===== config.mk =====
export PLATFORM = sky130hd
export DESIGN_NAME = ppl_top
export DESIGN_NICKNAME = d
export VERILOG_FILES = /design/src/logic/ppl_pkg.sv /design/src/logic/ppl_top.sv /design/src/logic/ppl_unpack.sv /design/src/logic/ppl_bank.sv
export SDC_FILE = /design/constraint.sdc
export NUM_CORES = 1
export LEC_CHECK = 0
export ABC_CLOCK_PERIOD_IN_PS = 7900
export BUFFER_PORTS_ARGS = -buffer_cell sky130_fd_sc_hd__buf_4
export CAP_MARGIN = 20
export CORE_ASPECT_RATIO = 1.5
export CORE_MARGIN = 2
export CORE_UTILIZATION = 50
export CTS_CLUSTER_DIAMETER = 40
export DETAILED_ROUTE_END_ITERATION = 8
export PLACE_DENSITY = 0.66
export SLEW_MARGIN = 5
export SYNTH_ARGS = -nofsm -noshare
export SYNTH_HDL_FRONTEND = slang
export SYNTH_HIERARCHICAL = 1
export SYNTH_SLANG_ARGS = --single-unit

===== constraint.sdc =====
create_clock -name clock_i -period 7.9 [get_ports clock_i]
set_input_delay 0.79 -clock clock_i [delete_from_list [all_inputs] [get_ports clock_i]]
set_output_delay 0.79 -clock clock_i [all_outputs]
set_load 0.02 [all_outputs]

===== src/logic/ppl_pkg.sv =====
// constants and types shared by the palette lookup block
`default_nettype none
package ppl_pkg;
  // register byte addresses
  localparam logic [7:0] ADDR_INDEX = 8'h15;
  localparam logic [7:0] ADDR_BANK = 8'h16;
  localparam logic [7:0] ADDR_DATA = 8'h17;
  localparam logic [7:0] ADDR_CONFIG = 8'h20;
  // palette index register fields
  localparam int ENTRY_LSB = 0;
  localparam int ENTRY_W = 4;
  localparam int CSEL_LSB = 4;
  localparam int CSEL_W = 2;
  // bank choice register fields
  localparam int BANK_BLUE_LSB = 0;
  localparam int BANK_GREEN_LSB = 2;
  localparam int BANK_RED_LSB = 4;
  localparam int BANK_W = 2;
  // configuration register fields
  localparam int CFG_BPP_LSB = 0;
  localparam int CFG_MONO_BIT = 2;
  // reset values
  localparam logic [3:0] ENTRY_RST = 4'h0;
  localparam logic [1:0] CSEL_RST = 2'h0;
  localparam logic [5:0] BANK_RST = 6'h00;
  localparam logic [3:0] ELEM_RST = 4'h0;
  localparam logic [7:0] RDATA_IDLE = 8'h00;
  // sizes
  localparam int ELEM_W = 4;
  localparam int ENTRIES = 16;
  localparam int COLOURS = 3;
  // colour element positions inside one entry
  localparam logic [1:0] ELEM_RED = 2'h0;
  localparam logic [1:0] ELEM_GREEN = 2'h1;
  localparam logic [1:0] ELEM_BLUE = 2'h2;
  // pixel depth encoding in the configuration register
  typedef enum logic [1:0] {
    BPP1 = 2'b00,
    BPP2 = 2'b01,
    BPP4 = 2'b10,
    BPP8 = 2'b11
  } ppl_bpp_type;
  // component select encoding
  typedef enum logic [1:0] {
    CSEL_AUTO = 2'b00,
    CSEL_RED = 2'b01,
    CSEL_GREEN = 2'b10,
    CSEL_BLUE = 2'b11
  } ppl_csel_type;
endpackage
`default_nettype wire


===== src/logic/ppl_top.sv =====
// palette lookup with host registers and packed pixel unpacking
// Operation
// at 1 bpp a byte is eight pixels, bit 7 leftmost
// at 1 bpp the pixel picks entry 0 or 1, green only for mono
// at 2 bpp a byte is four pixels, leftmost in bits 7:6
// at 2 bpp the pixel picks entries 0 to 3, green only for mono
// at 4 bpp upper nibble is left pixel, lower nibble right
// at 4 bpp the pixel indexes all sixteen entries directly
// at 8 bpp bits 7:5 red, 4:2 green, 1:0 blue indices
// monochrome panels show only the green element as gray
// sixteen entries of 4-bit red, green, blue, host readable
// index register holds entry pointer 3:0 and select 5:4
// writing the entry pointer points the next access at red
// auto select walks red, green, blue then bumps the entry
// single colour select touches that element and bumps entry
// mono auto writes store only the third value in all three
// mono single select write copies to all three then bumps
// mono reads advance the pointer exactly as colour reads
// bank register holds red 5:4, green 3:2, blue 1:0
// elements are reached only through the data register
// at 1 bpp lower eight entries form four two-entry banks
// at 2 bpp each bank step adds four to the index
// at 4 bpp bank choices are ignored
// at 8 bpp red, green two banks of eight, blue four of four
// select 01 red, 10 green, 11 blue
// unused index and bank bits read zero and ignore writes
//
// Our own choice: strobed register access.
`default_nettype none
module ppl_top (
  input wire logic clock_i,
  input wire logic rstn_i,
  input wire logic [7:0] reg_addr_i,
  input wire logic [7:0] reg_wdata_i,
  input wire logic reg_wr_i,
  input wire logic reg_rd_i,
  output logic [7:0] reg_rdata_o,
  input wire logic [7:0] pix_byte_i,
  input wire logic pix_byte_valid_i,
  output logic pix_byte_ready_o,
  output logic [3:0] pix_red_o,
  output logic [3:0] pix_green_o,
  output logic [3:0] pix_blue_o,
  output logic pix_valid_o,
  input wire logic pix_ready_i
);
  localparam int EW = ppl_pkg::ELEM_W;
  localparam int NE = ppl_pkg::ENTRIES;
  localparam int NC = ppl_pkg::COLOURS;

  // colour palette, one array per colour element
  logic [EW-1:0] pal_r [NC][NE];
  // host side pointers
  logic [3:0] entry_ptr_r;
  logic [1:0] csel_r;
  logic [1:0] comp_ptr_r;
  // bank choices and configuration
  logic [1:0] bank_red_r;
  logic [1:0] bank_green_r;
  logic [1:0] bank_blue_r;
  logic [1:0] bpp_r;
  logic mono_r;
  // read data and pixel output stage
  logic [7:0] rdata_r;
  logic [3:0] red_r;
  logic [3:0] green_r;
  logic [3:0] blue_r;
  logic out_valid_r;

  // decoded host accesses
  logic wr_index;
  logic wr_bank;
  logic wr_data;
  logic wr_cfg;
  logic rd_data;
  logic data_acc;
  logic [1:0] tgt_elem;
  logic last_comp;
  logic store_one;
  logic store_all;
  logic bump_entry;
  logic [7:0] rd_value;

  // pixel path wires
  logic [7:0] pix_code;
  logic pix_code_valid;
  logic take_pix;
  logic [3:0] idx_red;
  logic [3:0] idx_green;
  logic [3:0] idx_blue;

  // address decode; the master never issues read and write together
  assign wr_index = reg_wr_i && (reg_addr_i == ppl_pkg::ADDR_INDEX);
  assign wr_bank = reg_wr_i && (reg_addr_i == ppl_pkg::ADDR_BANK);
  assign wr_data = reg_wr_i && (reg_addr_i == ppl_pkg::ADDR_DATA);
  assign wr_cfg = reg_wr_i && (reg_addr_i == ppl_pkg::ADDR_CONFIG);
  assign rd_data = reg_rd_i && (reg_addr_i == ppl_pkg::ADDR_DATA);
  assign data_acc = wr_data || rd_data;

  // element reached by the next data access
  always_comb begin
    case (csel_r)
      ppl_pkg::CSEL_RED: tgt_elem = ppl_pkg::ELEM_RED;
      ppl_pkg::CSEL_GREEN: tgt_elem = ppl_pkg::ELEM_GREEN;
      ppl_pkg::CSEL_BLUE: tgt_elem = ppl_pkg::ELEM_BLUE;
      default: tgt_elem = comp_ptr_r;
    endcase
  end

  // auto select bumps only after blue; single select bumps every time
  assign last_comp = (comp_ptr_r == ppl_pkg::ELEM_BLUE);
  assign bump_entry = data_acc &&
    ((csel_r != ppl_pkg::CSEL_AUTO) || last_comp);

  // mono writes land in all three elements, auto mode only on the third
  assign store_all = wr_data && mono_r &&
    ((csel_r != ppl_pkg::CSEL_AUTO) || last_comp);
  assign store_one = wr_data && !mono_r;

  // entry pointer and select field; a pointer write restarts at red
  always_ff @(posedge clock_i or negedge rstn_i) begin
    if (!rstn_i) begin
      entry_ptr_r <= ppl_pkg::ENTRY_RST;
      csel_r <= ppl_pkg::CSEL_RST;
    end else if (wr_index) begin
      entry_ptr_r <= reg_wdata_i[ppl_pkg::ENTRY_LSB +: ppl_pkg::ENTRY_W];
      csel_r <= reg_wdata_i[ppl_pkg::CSEL_LSB +: ppl_pkg::CSEL_W];
    end else if (bump_entry) begin
      entry_ptr_r <= entry_ptr_r + 4'h1;
    end
  end

  // component pointer walks red, green, blue in auto mode
  always_ff @(posedge clock_i or negedge rstn_i) begin
    if (!rstn_i) begin
      comp_ptr_r <= ppl_pkg::ELEM_RED;
    end else if (wr_index) begin
      comp_ptr_r <= ppl_pkg::ELEM_RED;
    end else if (data_acc && csel_r == ppl_pkg::CSEL_AUTO) begin
      if (last_comp) begin
        comp_ptr_r <= ppl_pkg::ELEM_RED;
      end else begin
        comp_ptr_r <= comp_ptr_r + 2'h1;
      end
    end
  end

  // palette storage; mono copies the value into every element
  always_ff @(posedge clock_i or negedge rstn_i) begin
    if (!rstn_i) begin
      for (int c = 0; c < NC; c++) begin
        for (int e = 0; e < NE; e++) begin
          pal_r[c][e] <= ppl_pkg::ELEM_RST;
        end
      end
    end else if (store_all) begin
      for (int c = 0; c < NC; c++) begin
        pal_r[c][entry_ptr_r] <= reg_wdata_i[EW-1:0];
      end
    end else if (store_one) begin
      pal_r[tgt_elem][entry_ptr_r] <= reg_wdata_i[EW-1:0];
    end
  end

  // bank choices steer display lookup only
  always_ff @(posedge clock_i or negedge rstn_i) begin
    if (!rstn_i) begin
      bank_red_r <= ppl_pkg::BANK_RST[ppl_pkg::BANK_RED_LSB +: 2];
      bank_green_r <= ppl_pkg::BANK_RST[ppl_pkg::BANK_GREEN_LSB +: 2];
      bank_blue_r <= ppl_pkg::BANK_RST[ppl_pkg::BANK_BLUE_LSB +: 2];
    end else if (wr_bank) begin
      bank_red_r <= reg_wdata_i[ppl_pkg::BANK_RED_LSB +: 2];
      bank_green_r <= reg_wdata_i[ppl_pkg::BANK_GREEN_LSB +: 2];
      bank_blue_r <= reg_wdata_i[ppl_pkg::BANK_BLUE_LSB +: 2];
    end
  end

  // depth and panel type; changing them mid-frame is the host's problem
  always_ff @(posedge clock_i or negedge rstn_i) begin
    if (!rstn_i) begin
      bpp_r <= ppl_pkg::BPP1;
      mono_r <= 1'b0;
    end else if (wr_cfg) begin
      bpp_r <= reg_wdata_i[ppl_pkg::CFG_BPP_LSB +: 2];
      mono_r <= reg_wdata_i[ppl_pkg::CFG_MONO_BIT];
    end
  end

  // read mux; unused bits and unmapped addresses read as zero
  always_comb begin
    case (reg_addr_i)
      ppl_pkg::ADDR_INDEX: rd_value = {2'b00, csel_r, entry_ptr_r};
      ppl_pkg::ADDR_BANK: rd_value = {2'b00, bank_red_r,
        bank_green_r, bank_blue_r};
      ppl_pkg::ADDR_DATA: rd_value = {4'h0,
        pal_r[tgt_elem][entry_ptr_r]};
      ppl_pkg::ADDR_CONFIG: rd_value = {5'h00, mono_r, bpp_r};
      default: rd_value = ppl_pkg::RDATA_IDLE;
    endcase
  end

  // read data stands for exactly the cycle after the strobe
  always_ff @(posedge clock_i or negedge rstn_i) begin
    if (!rstn_i) begin
      rdata_r <= ppl_pkg::RDATA_IDLE;
    end else if (reg_rd_i) begin
      rdata_r <= rd_value;
    end else begin
      rdata_r <= ppl_pkg::RDATA_IDLE;
    end
  end
  assign reg_rdata_o = rdata_r;

  // byte to pixel code unpacking
  ppl_unpack u_unpack (
    .clock_i(clock_i),
    .rstn_i(rstn_i),
    .mode_i(bpp_r),
    .byte_i(pix_byte_i),
    .byte_valid_i(pix_byte_valid_i),
    .byte_ready_o(pix_byte_ready_o),
    .pix_o(pix_code),
    .pix_valid_o(pix_code_valid),
    .pix_ready_i(take_pix)
  );

  // pixel code to entry index per colour; this decode takes the live depth bpp_r,
  // not the depth that the unpacker latches with each byte
  ppl_bank u_bank (
    .mode_i(bpp_r),
    .pix_i(pix_code),
    .bank_red_i(bank_red_r),
    .bank_green_i(bank_green_r),
    .bank_blue_i(bank_blue_r),
    .idx_red_o(idx_red),
    .idx_green_o(idx_green),
    .idx_blue_o(idx_blue)
  );

  // one-stage output register; it stalls the unpacker when held
  assign take_pix = pix_code_valid && (!out_valid_r || pix_ready_i);

  always_ff @(posedge clock_i or negedge rstn_i) begin
    if (!rstn_i) begin
      out_valid_r <= 1'b0;
    end else if (take_pix) begin
      out_valid_r <= 1'b1;
    end else if (pix_ready_i) begin
      out_valid_r <= 1'b0;
    end
  end

  // colour lookup; mono panels drive the green element as gray
  always_ff @(posedge clock_i or negedge rstn_i) begin
    if (!rstn_i) begin
      red_r <= ppl_pkg::ELEM_RST;
      green_r <= ppl_pkg::ELEM_RST;
      blue_r <= ppl_pkg::ELEM_RST;
    end else if (take_pix) begin
      green_r <= pal_r[ppl_pkg::ELEM_GREEN][idx_green];
      if (mono_r) begin
        red_r <= pal_r[ppl_pkg::ELEM_GREEN][idx_green];
        blue_r <= pal_r[ppl_pkg::ELEM_GREEN][idx_green];
      end else begin
        red_r <= pal_r[ppl_pkg::ELEM_RED][idx_red];
        blue_r <= pal_r[ppl_pkg::ELEM_BLUE][idx_blue];
      end
    end
  end

  assign pix_red_o = red_r;
  assign pix_green_o = green_r;
  assign pix_blue_o = blue_r;
  assign pix_valid_o = out_valid_r;
endmodule
`default_nettype wire


===== src/logic/ppl_unpack.sv =====
// splits packed display bytes into a stream of pixel codes
`default_nettype none
module ppl_unpack (
  input wire logic clock_i,
  input wire logic rstn_i,
  input wire logic [1:0] mode_i,
  input wire logic [7:0] byte_i,
  input wire logic byte_valid_i,
  output logic byte_ready_o,
  output logic [7:0] pix_o,
  output logic pix_valid_o,
  input wire logic pix_ready_i
);
  logic [7:0] shift_r;
  logic [3:0] left_r;
  logic [1:0] mode_r;
  logic [3:0] per_byte;
  logic load;
  logic step;

  // pixels held by one byte at the requested depth
  always_comb begin
    case (mode_i)
      ppl_pkg::BPP1: per_byte = 4'h8;
      ppl_pkg::BPP2: per_byte = 4'h4;
      ppl_pkg::BPP4: per_byte = 4'h2;
      default: per_byte = 4'h1;
    endcase
  end

  // a new byte enters as the last pixel of the old one leaves
  assign pix_valid_o = (left_r != 4'h0);
  assign step = pix_valid_o && pix_ready_i;
  assign byte_ready_o = (left_r == 4'h0) || (left_r == 4'h1 && pix_ready_i);
  assign load = byte_valid_i && byte_ready_o;

  // leftmost pixel always sits in the top bits of shift_r
  always_comb begin
    case (mode_r)
      ppl_pkg::BPP1: pix_o = {7'h00, shift_r[7]};
      ppl_pkg::BPP2: pix_o = {6'h00, shift_r[7:6]};
      ppl_pkg::BPP4: pix_o = {4'h0, shift_r[7:4]};
      default: pix_o = shift_r;
    endcase
  end

  // depth is latched per byte so a mid-byte change cannot tear it
  always_ff @(posedge clock_i or negedge rstn_i) begin
    if (!rstn_i) begin
      shift_r <= 8'h00;
      left_r <= 4'h0;
      mode_r <= ppl_pkg::BPP1;
    end else if (load) begin
      shift_r <= byte_i;
      left_r <= per_byte;
      mode_r <= mode_i;
    end else if (step) begin
      left_r <= left_r - 4'h1;
      case (mode_r)
        ppl_pkg::BPP1: shift_r <= {shift_r[6:0], 1'b0};
        ppl_pkg::BPP2: shift_r <= {shift_r[5:0], 2'b00};
        ppl_pkg::BPP4: shift_r <= {shift_r[3:0], 4'h0};
        default: shift_r <= 8'h00;
      endcase
    end
  end
endmodule
`default_nettype wire


===== src/logic/ppl_bank.sv =====
// turns one pixel code and the bank choices into three entry indices
`default_nettype none
module ppl_bank (
  input wire logic [1:0] mode_i,
  input wire logic [7:0] pix_i,
  input wire logic [1:0] bank_red_i,
  input wire logic [1:0] bank_green_i,
  input wire logic [1:0] bank_blue_i,
  output logic [3:0] idx_red_o,
  output logic [3:0] idx_green_o,
  output logic [3:0] idx_blue_o
);
  // pure decode; the caller registers the looked-up colour
  always_comb begin
    case (mode_i)
      ppl_pkg::BPP1: begin
        // two-entry banks in the lower eight entries
        idx_red_o = {1'b0, bank_red_i, pix_i[0]};
        idx_green_o = {1'b0, bank_green_i, pix_i[0]};
        idx_blue_o = {1'b0, bank_blue_i, pix_i[0]};
      end
      ppl_pkg::BPP2: begin
        // each bank step moves the index by four
        idx_red_o = {bank_red_i, pix_i[1:0]};
        idx_green_o = {bank_green_i, pix_i[1:0]};
        idx_blue_o = {bank_blue_i, pix_i[1:0]};
      end
      ppl_pkg::BPP4: begin
        idx_red_o = pix_i[3:0];
        idx_green_o = pix_i[3:0];
        idx_blue_o = pix_i[3:0];
      end
      default: begin
        // only bank bit 0 matters for the two eight-entry banks
        idx_red_o = {bank_red_i[0], pix_i[7:5]};
        idx_green_o = {bank_green_i[0], pix_i[4:2]};
        idx_blue_o = {bank_blue_i, pix_i[1:0]};
      end
    endcase
  end
endmodule
`default_nettype wire


# Yosys cells after proc, flatten, opt, wreduce, memory -nomap -nowiden
# Index checks and enable logic that the tools add are counted.
# W data, S select, Z words.
totals:
  latchBits: 0
  ram_bits: 0
  mem_count: 0
  rom_bits: 0
  regBits: 244
  input_bits: 30
  elab_cells: 172
  output_inout_bits: 22
op_classes:
  shift: 0
  n_reduce_logical: 33
  n_lt_le_gt_ge: 7
  div_mod_pow: 0
  n_eq_ne: 13
  mul: 0
  n_addsub: 3
  bitwise: 5
  n_mux: 47
op_table:
  columns: ["operator", "count"]
  rows:
  - ["$mux W192", 2]
  - ["$bwmux W192", 1]
  - ["$bwmux W64", 3]
  - ["$mux W64", 3]
  - ["$bmux W64 S2", 1]
  - ["$demux W64 S2", 1]
  - ["$bmux W4 S4", 4]
  - ["$mux W4", 15]
  - ["$pmux W8 S3", 2]
  - ["$pmux W4 S3", 3]
  - ["$eq A8 B5 Y1 const B", 3]
  - ["$mux W8", 3]
  - ["$pmux W6 S4", 1]
  - ["$ge A5 B5 Y1 const B", 4]
  - ["$not A4 Y5", 4]
  - ["$demux W4 S4", 1]
  - ["$logic_and A1 B1 Y1", 16]
  - ["$reduce_bool A2 Y1", 6]
  - ["$eq A2 B2 Y1 const B", 5]
  - ["$eq A8 B6 Y1 const B", 1]
  - ["$pmux W4 S2", 1]
  - ["$eq A2 B1 Y1 const B", 3]
  - ["$logic_not A2 Y1", 3]
  - ["$mux W2", 3]
  - ["other kinds (14)", 19]

# Logic depth before layout (Yosys ltp)
logic_depth:
  ltp_word: 11
  mapped_depth: 13
  depth_no_buf: 10

# Hierarchy
# Netlist, hierarchy kept.
modules_own_cells:
  columns: ["mod", "seq_area_each_um2", "cells_per_inst", "instances", "area_each_um2"]
  rows:
  - ["ppl_top", 5705.5, 1208, 1, 14371.3]
  - ["ppl_unpack", 350.3, 107, 1, 965.9]
  - ["ppl_bank", 0.0, 28, 1, 257.7]

# Worst setup path after synthesis
# Ideal clock, no wire load.
synth_path:
  path_type: "reg-to-reg"
  start: "register u_unpack.mode_r[0]"
  end: "register red_r[1] (netlist: pix_red_o[1])"
  arrival_time_ns: 2.896
  t_required_ns: 7.782
  stages_incl_launch_ff: 13
  n_path_buf: 4
  setup_ns: 0.118
  path_slack_ns: 4.886
  period_less_slack_ns: 3.014
  cell_sequence: "dfrtp_1 > buf_2 > buf_1 > mux4_2 > a21boi_2 > a31o_1 > buf_2 > buf_2 > mux4_2 > a211oi_1 > a211o_1 > a21oi_1 > a21o_1"
synth_via:
  elab_chain_cells: 8
  elab_cells_between_ends: 15
  cone_classes: "eq/ne: 2; mux: 10; bitwise: 2; reduce/logical: 1"
synth_lines:
  columns: ["element", "line", "text"]
  rows:
  - ["start: declaration", "ppl_unpack.sv:16", "logic [1:0] mode_r;"]
  - ["start signal: assignment", "ppl_unpack.sv:52", "mode_r <= ppl_pkg::BPP1;"]
  - ["start signal: assignment", "ppl_unpack.sv:56", "mode_r <= mode_i;"]
  - ["$eq A2 B2 Y1, or another cell as far along", "ppl_unpack.sv:39", "case (mode_r)"]
  - ["$pmux W8 S3 *", "ppl_unpack.sv:39", null]
  - ["via pix_code[0]", "ppl_top.sv:85", "logic [7:0] pix_code;"]
  - ["$pmux W4 S3 *", "ppl_bank.sv:15", "case (mode_i)"]
  - ["via idx_red[0]", "ppl_top.sv:88", "logic [3:0] idx_red;"]
  - ["$not A4 Y5 (implied by the code) *", "ppl_top.sv:265", "red_r <= pal_r[ppl_pkg::ELEM_RED][idx_red];"]
  - ["$bmux W4 S4 *", "ppl_top.sv:265", null]
  - ["$mux W4 (implied by the code) * (2 in series)", "ppl_top.sv:265", null]
  - ["$mux W4 *", "ppl_top.sv:261", "if (mono_r) begin"]
  - ["end signal: assignment", "ppl_top.sv:256", "red_r <= ppl_pkg::ELEM_RST;"]
  - ["end signal: assignment", "ppl_top.sv:262", "red_r <= pal_r[ppl_pkg::ELEM_GREEN][idx_green];"]
  - ["end signal: assignment", "ppl_top.sv:265", null]
  - ["end: declaration", "ppl_top.sv:65", "logic [3:0] red_r;"]
# The timed path passes the listed nets; every way through them passes the cells marked *. The select of a mux whose other input is x is not followed.
# A chain may end at the register's enable or synchronous reset.

# Worst setup path in the final report
# Ends and elaborated chain as after synthesis.

==> run_results.csv <==
group,metric,value,unit
die,ios,52,
setup_path,arrival,5.37,ns
sta,relSlewSlack,25.1,%
logic_synthesis,ys_warn_count,6,
placed_design,io_buffers,47,
placed_design,dp_cells,1697,
logic_synthesis,synth_area_leaders,"dfrtp_1 (39%), mux2_2 (12%), mux4_2 (7.4%), mux2i_1 (6.2%), mux2_4 (3.9%)",
run_status,status,"complete, no violations",
power_and_ir_drop,ir_worst_vdd,237,uV
layout,design_area,0.0171,mm^2
drt,drc,0,
worst_hold_path,hold_path.class,"in -> async",
logic_synthesis,synth_top_area_cell,"dfrtp_1",
die,floorplan.die_area,0.0326,mm^2
logic_synthesis,synth.distinct_cells,72,
die,die_width,148,um
logic_synthesis,ys_async_sr_fraction,100,%
drt,firstDrtPassIters,6,
global_route,first_global_vias,12000,
cts,numCtsBuffers,34,
sta,fin_setup_tns,0,ns
cts,htreeDepth,2,
power_and_ir_drop,power_leakage,7.64,nW
sta,whs,0.353,ns
sta,setup_ws,2.94,ns
drt,avgRoutedWirePerCell,28.3,um
sta,fmax,0.202,GHz
die,rows,79,
global_route,grt_start_max_net_pins,118,
die,initial_utilization,50.6,%
die,die_height,220,um
global_route,grt_pass1_wl,75100,um
global_route,overflow,0,
logic_synthesis,synth_edf_count,0,
run,cap_violations,0,
sta,tightest_slew,1.12,ns
setup_path,cp_max_fo,19,
layout,n_antenna_cell,0,
setup_path,cpMaxStageDelayCell,"mux4_2",
sta,setup_viol,0,
cts,clk_pin_slew_worst_paths,0.06,ns
drt,detail_route.vias_per_cell,6.79,
drt,drt_iter0_drc,1218,
sta,period_needed,4.96,ns
cts,cts_tree,"yes",
cts,cts-hold-fix-buffers,0,
placed_design,place_area,0.0160,mm^2
logic_synthesis,syn_inst,1343,
setup_path,crit_path_max_incr_delay,0.94,ns
placed_design,hpwlAfterDp,33300,um
layout,fin_nets,1365,
layout,finalNonFillerCells,1758,
sta,drv_slew,0,
sta,rsz0062_at_grt,"false",
placed_design,pre_cts_slack,3.15,ns
setup_path,path_cells,"mux4_2 -> a21boi_2 -> a31o_1 -> buf_4 -> mux4_2 -> nor2b_1 -> a211oi_1 -> a211o_1 -> a21oi_1 -> a21o_1",
cts,insertion_delay,0.53,ns
logic_synthesis,netlist_area,0.0156,mm^2
setup_path,cpMostUsedCell,"mux4_2",
setup_path,worstPathRequired,8.31,ns
setup_path,end_kind,"register",
sta,hold_viol,0,
die,core-area,0.0308,mm^2
logic_synthesis,ys.flop_type,"dfrtp_1",
logic_synthesis,yosys-top-cells-count,"dfrtp_1 (242), mux2_2 (164), mux2i_1 (97), a21oi_1 (72), clkbuf_1 (62)",
global_route,antenna_found_initial,0,
cts,cts_resized,0,
power_and_ir_drop,finalPower,3.62,mW
logic_synthesis,synth_seq_area_share,38.8,%
setup_path,critPathKind,"reg -> reg",
logic_synthesis,syn_area_per_cell,11.6,um^2
cts,clock_path_buffers,3,
sta,final.period_utilization,62.8,%
cts,cts_setup_buffers,0,
logic_synthesis,synth_most_common_cell,"dfrtp_1",
power_and_ir_drop,pwr_density_cell,212,mW/mm^2
logic_synthesis,synth_top_area_share,38.8,%
setup_path,start_kind,"register",
sta,skew,0.0152,ns
layout,fillers,2672,
drt,vias,11900,
drt,drtAntennaViolNets,0,
logic_synthesis,ys_seq_elements,242,
layout,layout-drive-gt1-share,32.2,%
drt,totalWireLength,49800,um
cts,cts_sinks,242,
layout,final_util,55.5,%
layout,syn2layout_area_growth,9.76,%
placed_design,place.gp.congestion,0.965,
cts,root_buffer,"clkbuf_16",
global_route,grtUsageTotal,30.7,%
layout make-up:
type                            count  area [um^2]  area share, %
Inverter                           25         93.8          0.548
Multi-Input combinational cell    955         8780           51.3
Clock buffer                       40          925           5.40
Timing Repair Buffer               70          533           3.11
Tap cell                          405          507           2.96
Clock inverter                     21          216           1.26
Sequential cell                   242         6060           35.4
final timing paths:
check                           slack [ns]                from  cells after the start                   to
worst max register to register        2.94  u_unpack/mode_r[0]                     10         pix_red_o[1]
min in group clock_i                  0.48       pix_byte_i[0]                      2  u_unpack/shift_r[0]
worst min register to register        0.48        pix_red_o[1]                      1         pix_red_o[1]
max in group asynchronous             6.00              rstn_i                      2            csel_r[1]
worst max-delay path                  2.94  u_unpack/mode_r[0]                     10         pix_red_o[1]
worst min-delay path                  0.35              rstn_i                      1            pal_r[37]
metal layers:
| metal | wire [um] | share of wire (%) | global-route usage (%) |
|---|---|---|---|
| met5 | 0 | 0 | 0 |
| met4 | 4140 | 8.3 | 21.3 |
| met3 | 3570 | 7.2 | 5.18 |
| met2 | 24300 | 49 | 51.5 |
| met1 | 17800 | 36 | 35.9 |
state kept, by name, summed over array words and instances (netlist names):
signal,count
bank_green_r,2
bank_blue_r,2
pix_valid_o,1
pal_r,192
mono_r,1
u_unpack/mode_r,2
pix_red_o,4
csel_r,2
u_unpack/shift_r,8
bank_red_r,2
entry_ptr_r,4
u_unpack/left_r,4
reg_rdata_o,6
pix_green_o,4
pix_blue_o,4
bpp_r,2
comp_ptr_r,2
worst max-delay path: cells and delay by family (launching register included):
family	cells	cell delay, ns
mux	2	1.46
simple gates	1	0.19
compound gates	6	2.07
flops	1	0.74
buf+inv	1	0.37
cells by family (layout without fill, tap and decap cells):
group / after synthesis / count (layout) / share of synthesized area, %
adder cells (fa/ha/maj): 7 / 7 / 0.562
other: 1 / 2 / 0.0240
flip-flops: 242 / 242 / 38.8
multiplexers: 358 / 358 / 29.7
AND/OR/NAND/NOR: 270 / 270 / 11.3
AO/OA/AOI/OAI: 318 / 318 / 14.5
buffers and inverters: 147 / 156 / 5.04
power breakdown:
group / leakage [nW] / internal [mW] / total (mW) / switching [mW]
combinational: 3.74 / 0.270 / 0.708 / 0.438
sequential: 3.34 / 1.28 / 1.36 / 0.0810
clock: 0.561 / 0.925 / 1.55 / 0.629
total: 7.64 / 2.48 / 3.62 / 1.15
placed cells by master, fill, tap and decap left out, drive strengths merged, types with 8 or more instances in the layout:
cell     netlist  layout
a211o          9       9
a2bb2oi       51      51
mux4          51      51
nand3         57      57
mux2         209     209
nor2b         19      19
a221oi        16      16
clkbuf        66      40
a22o          20      20
a21o           8       8
nand2         49      49
buf           50      70
a31oi          8       8
a21oi         72      72
o21ai         46      46
a22oi         12      12
clkinv         1       9
a211oi         9       9
dfrtp        242     242
mux2i         98      98
o221ai        39      39
inv           24      33
and3           8       8
nor2          44      44
nand2b        52      52
Power figures use the tool's default switching activity.
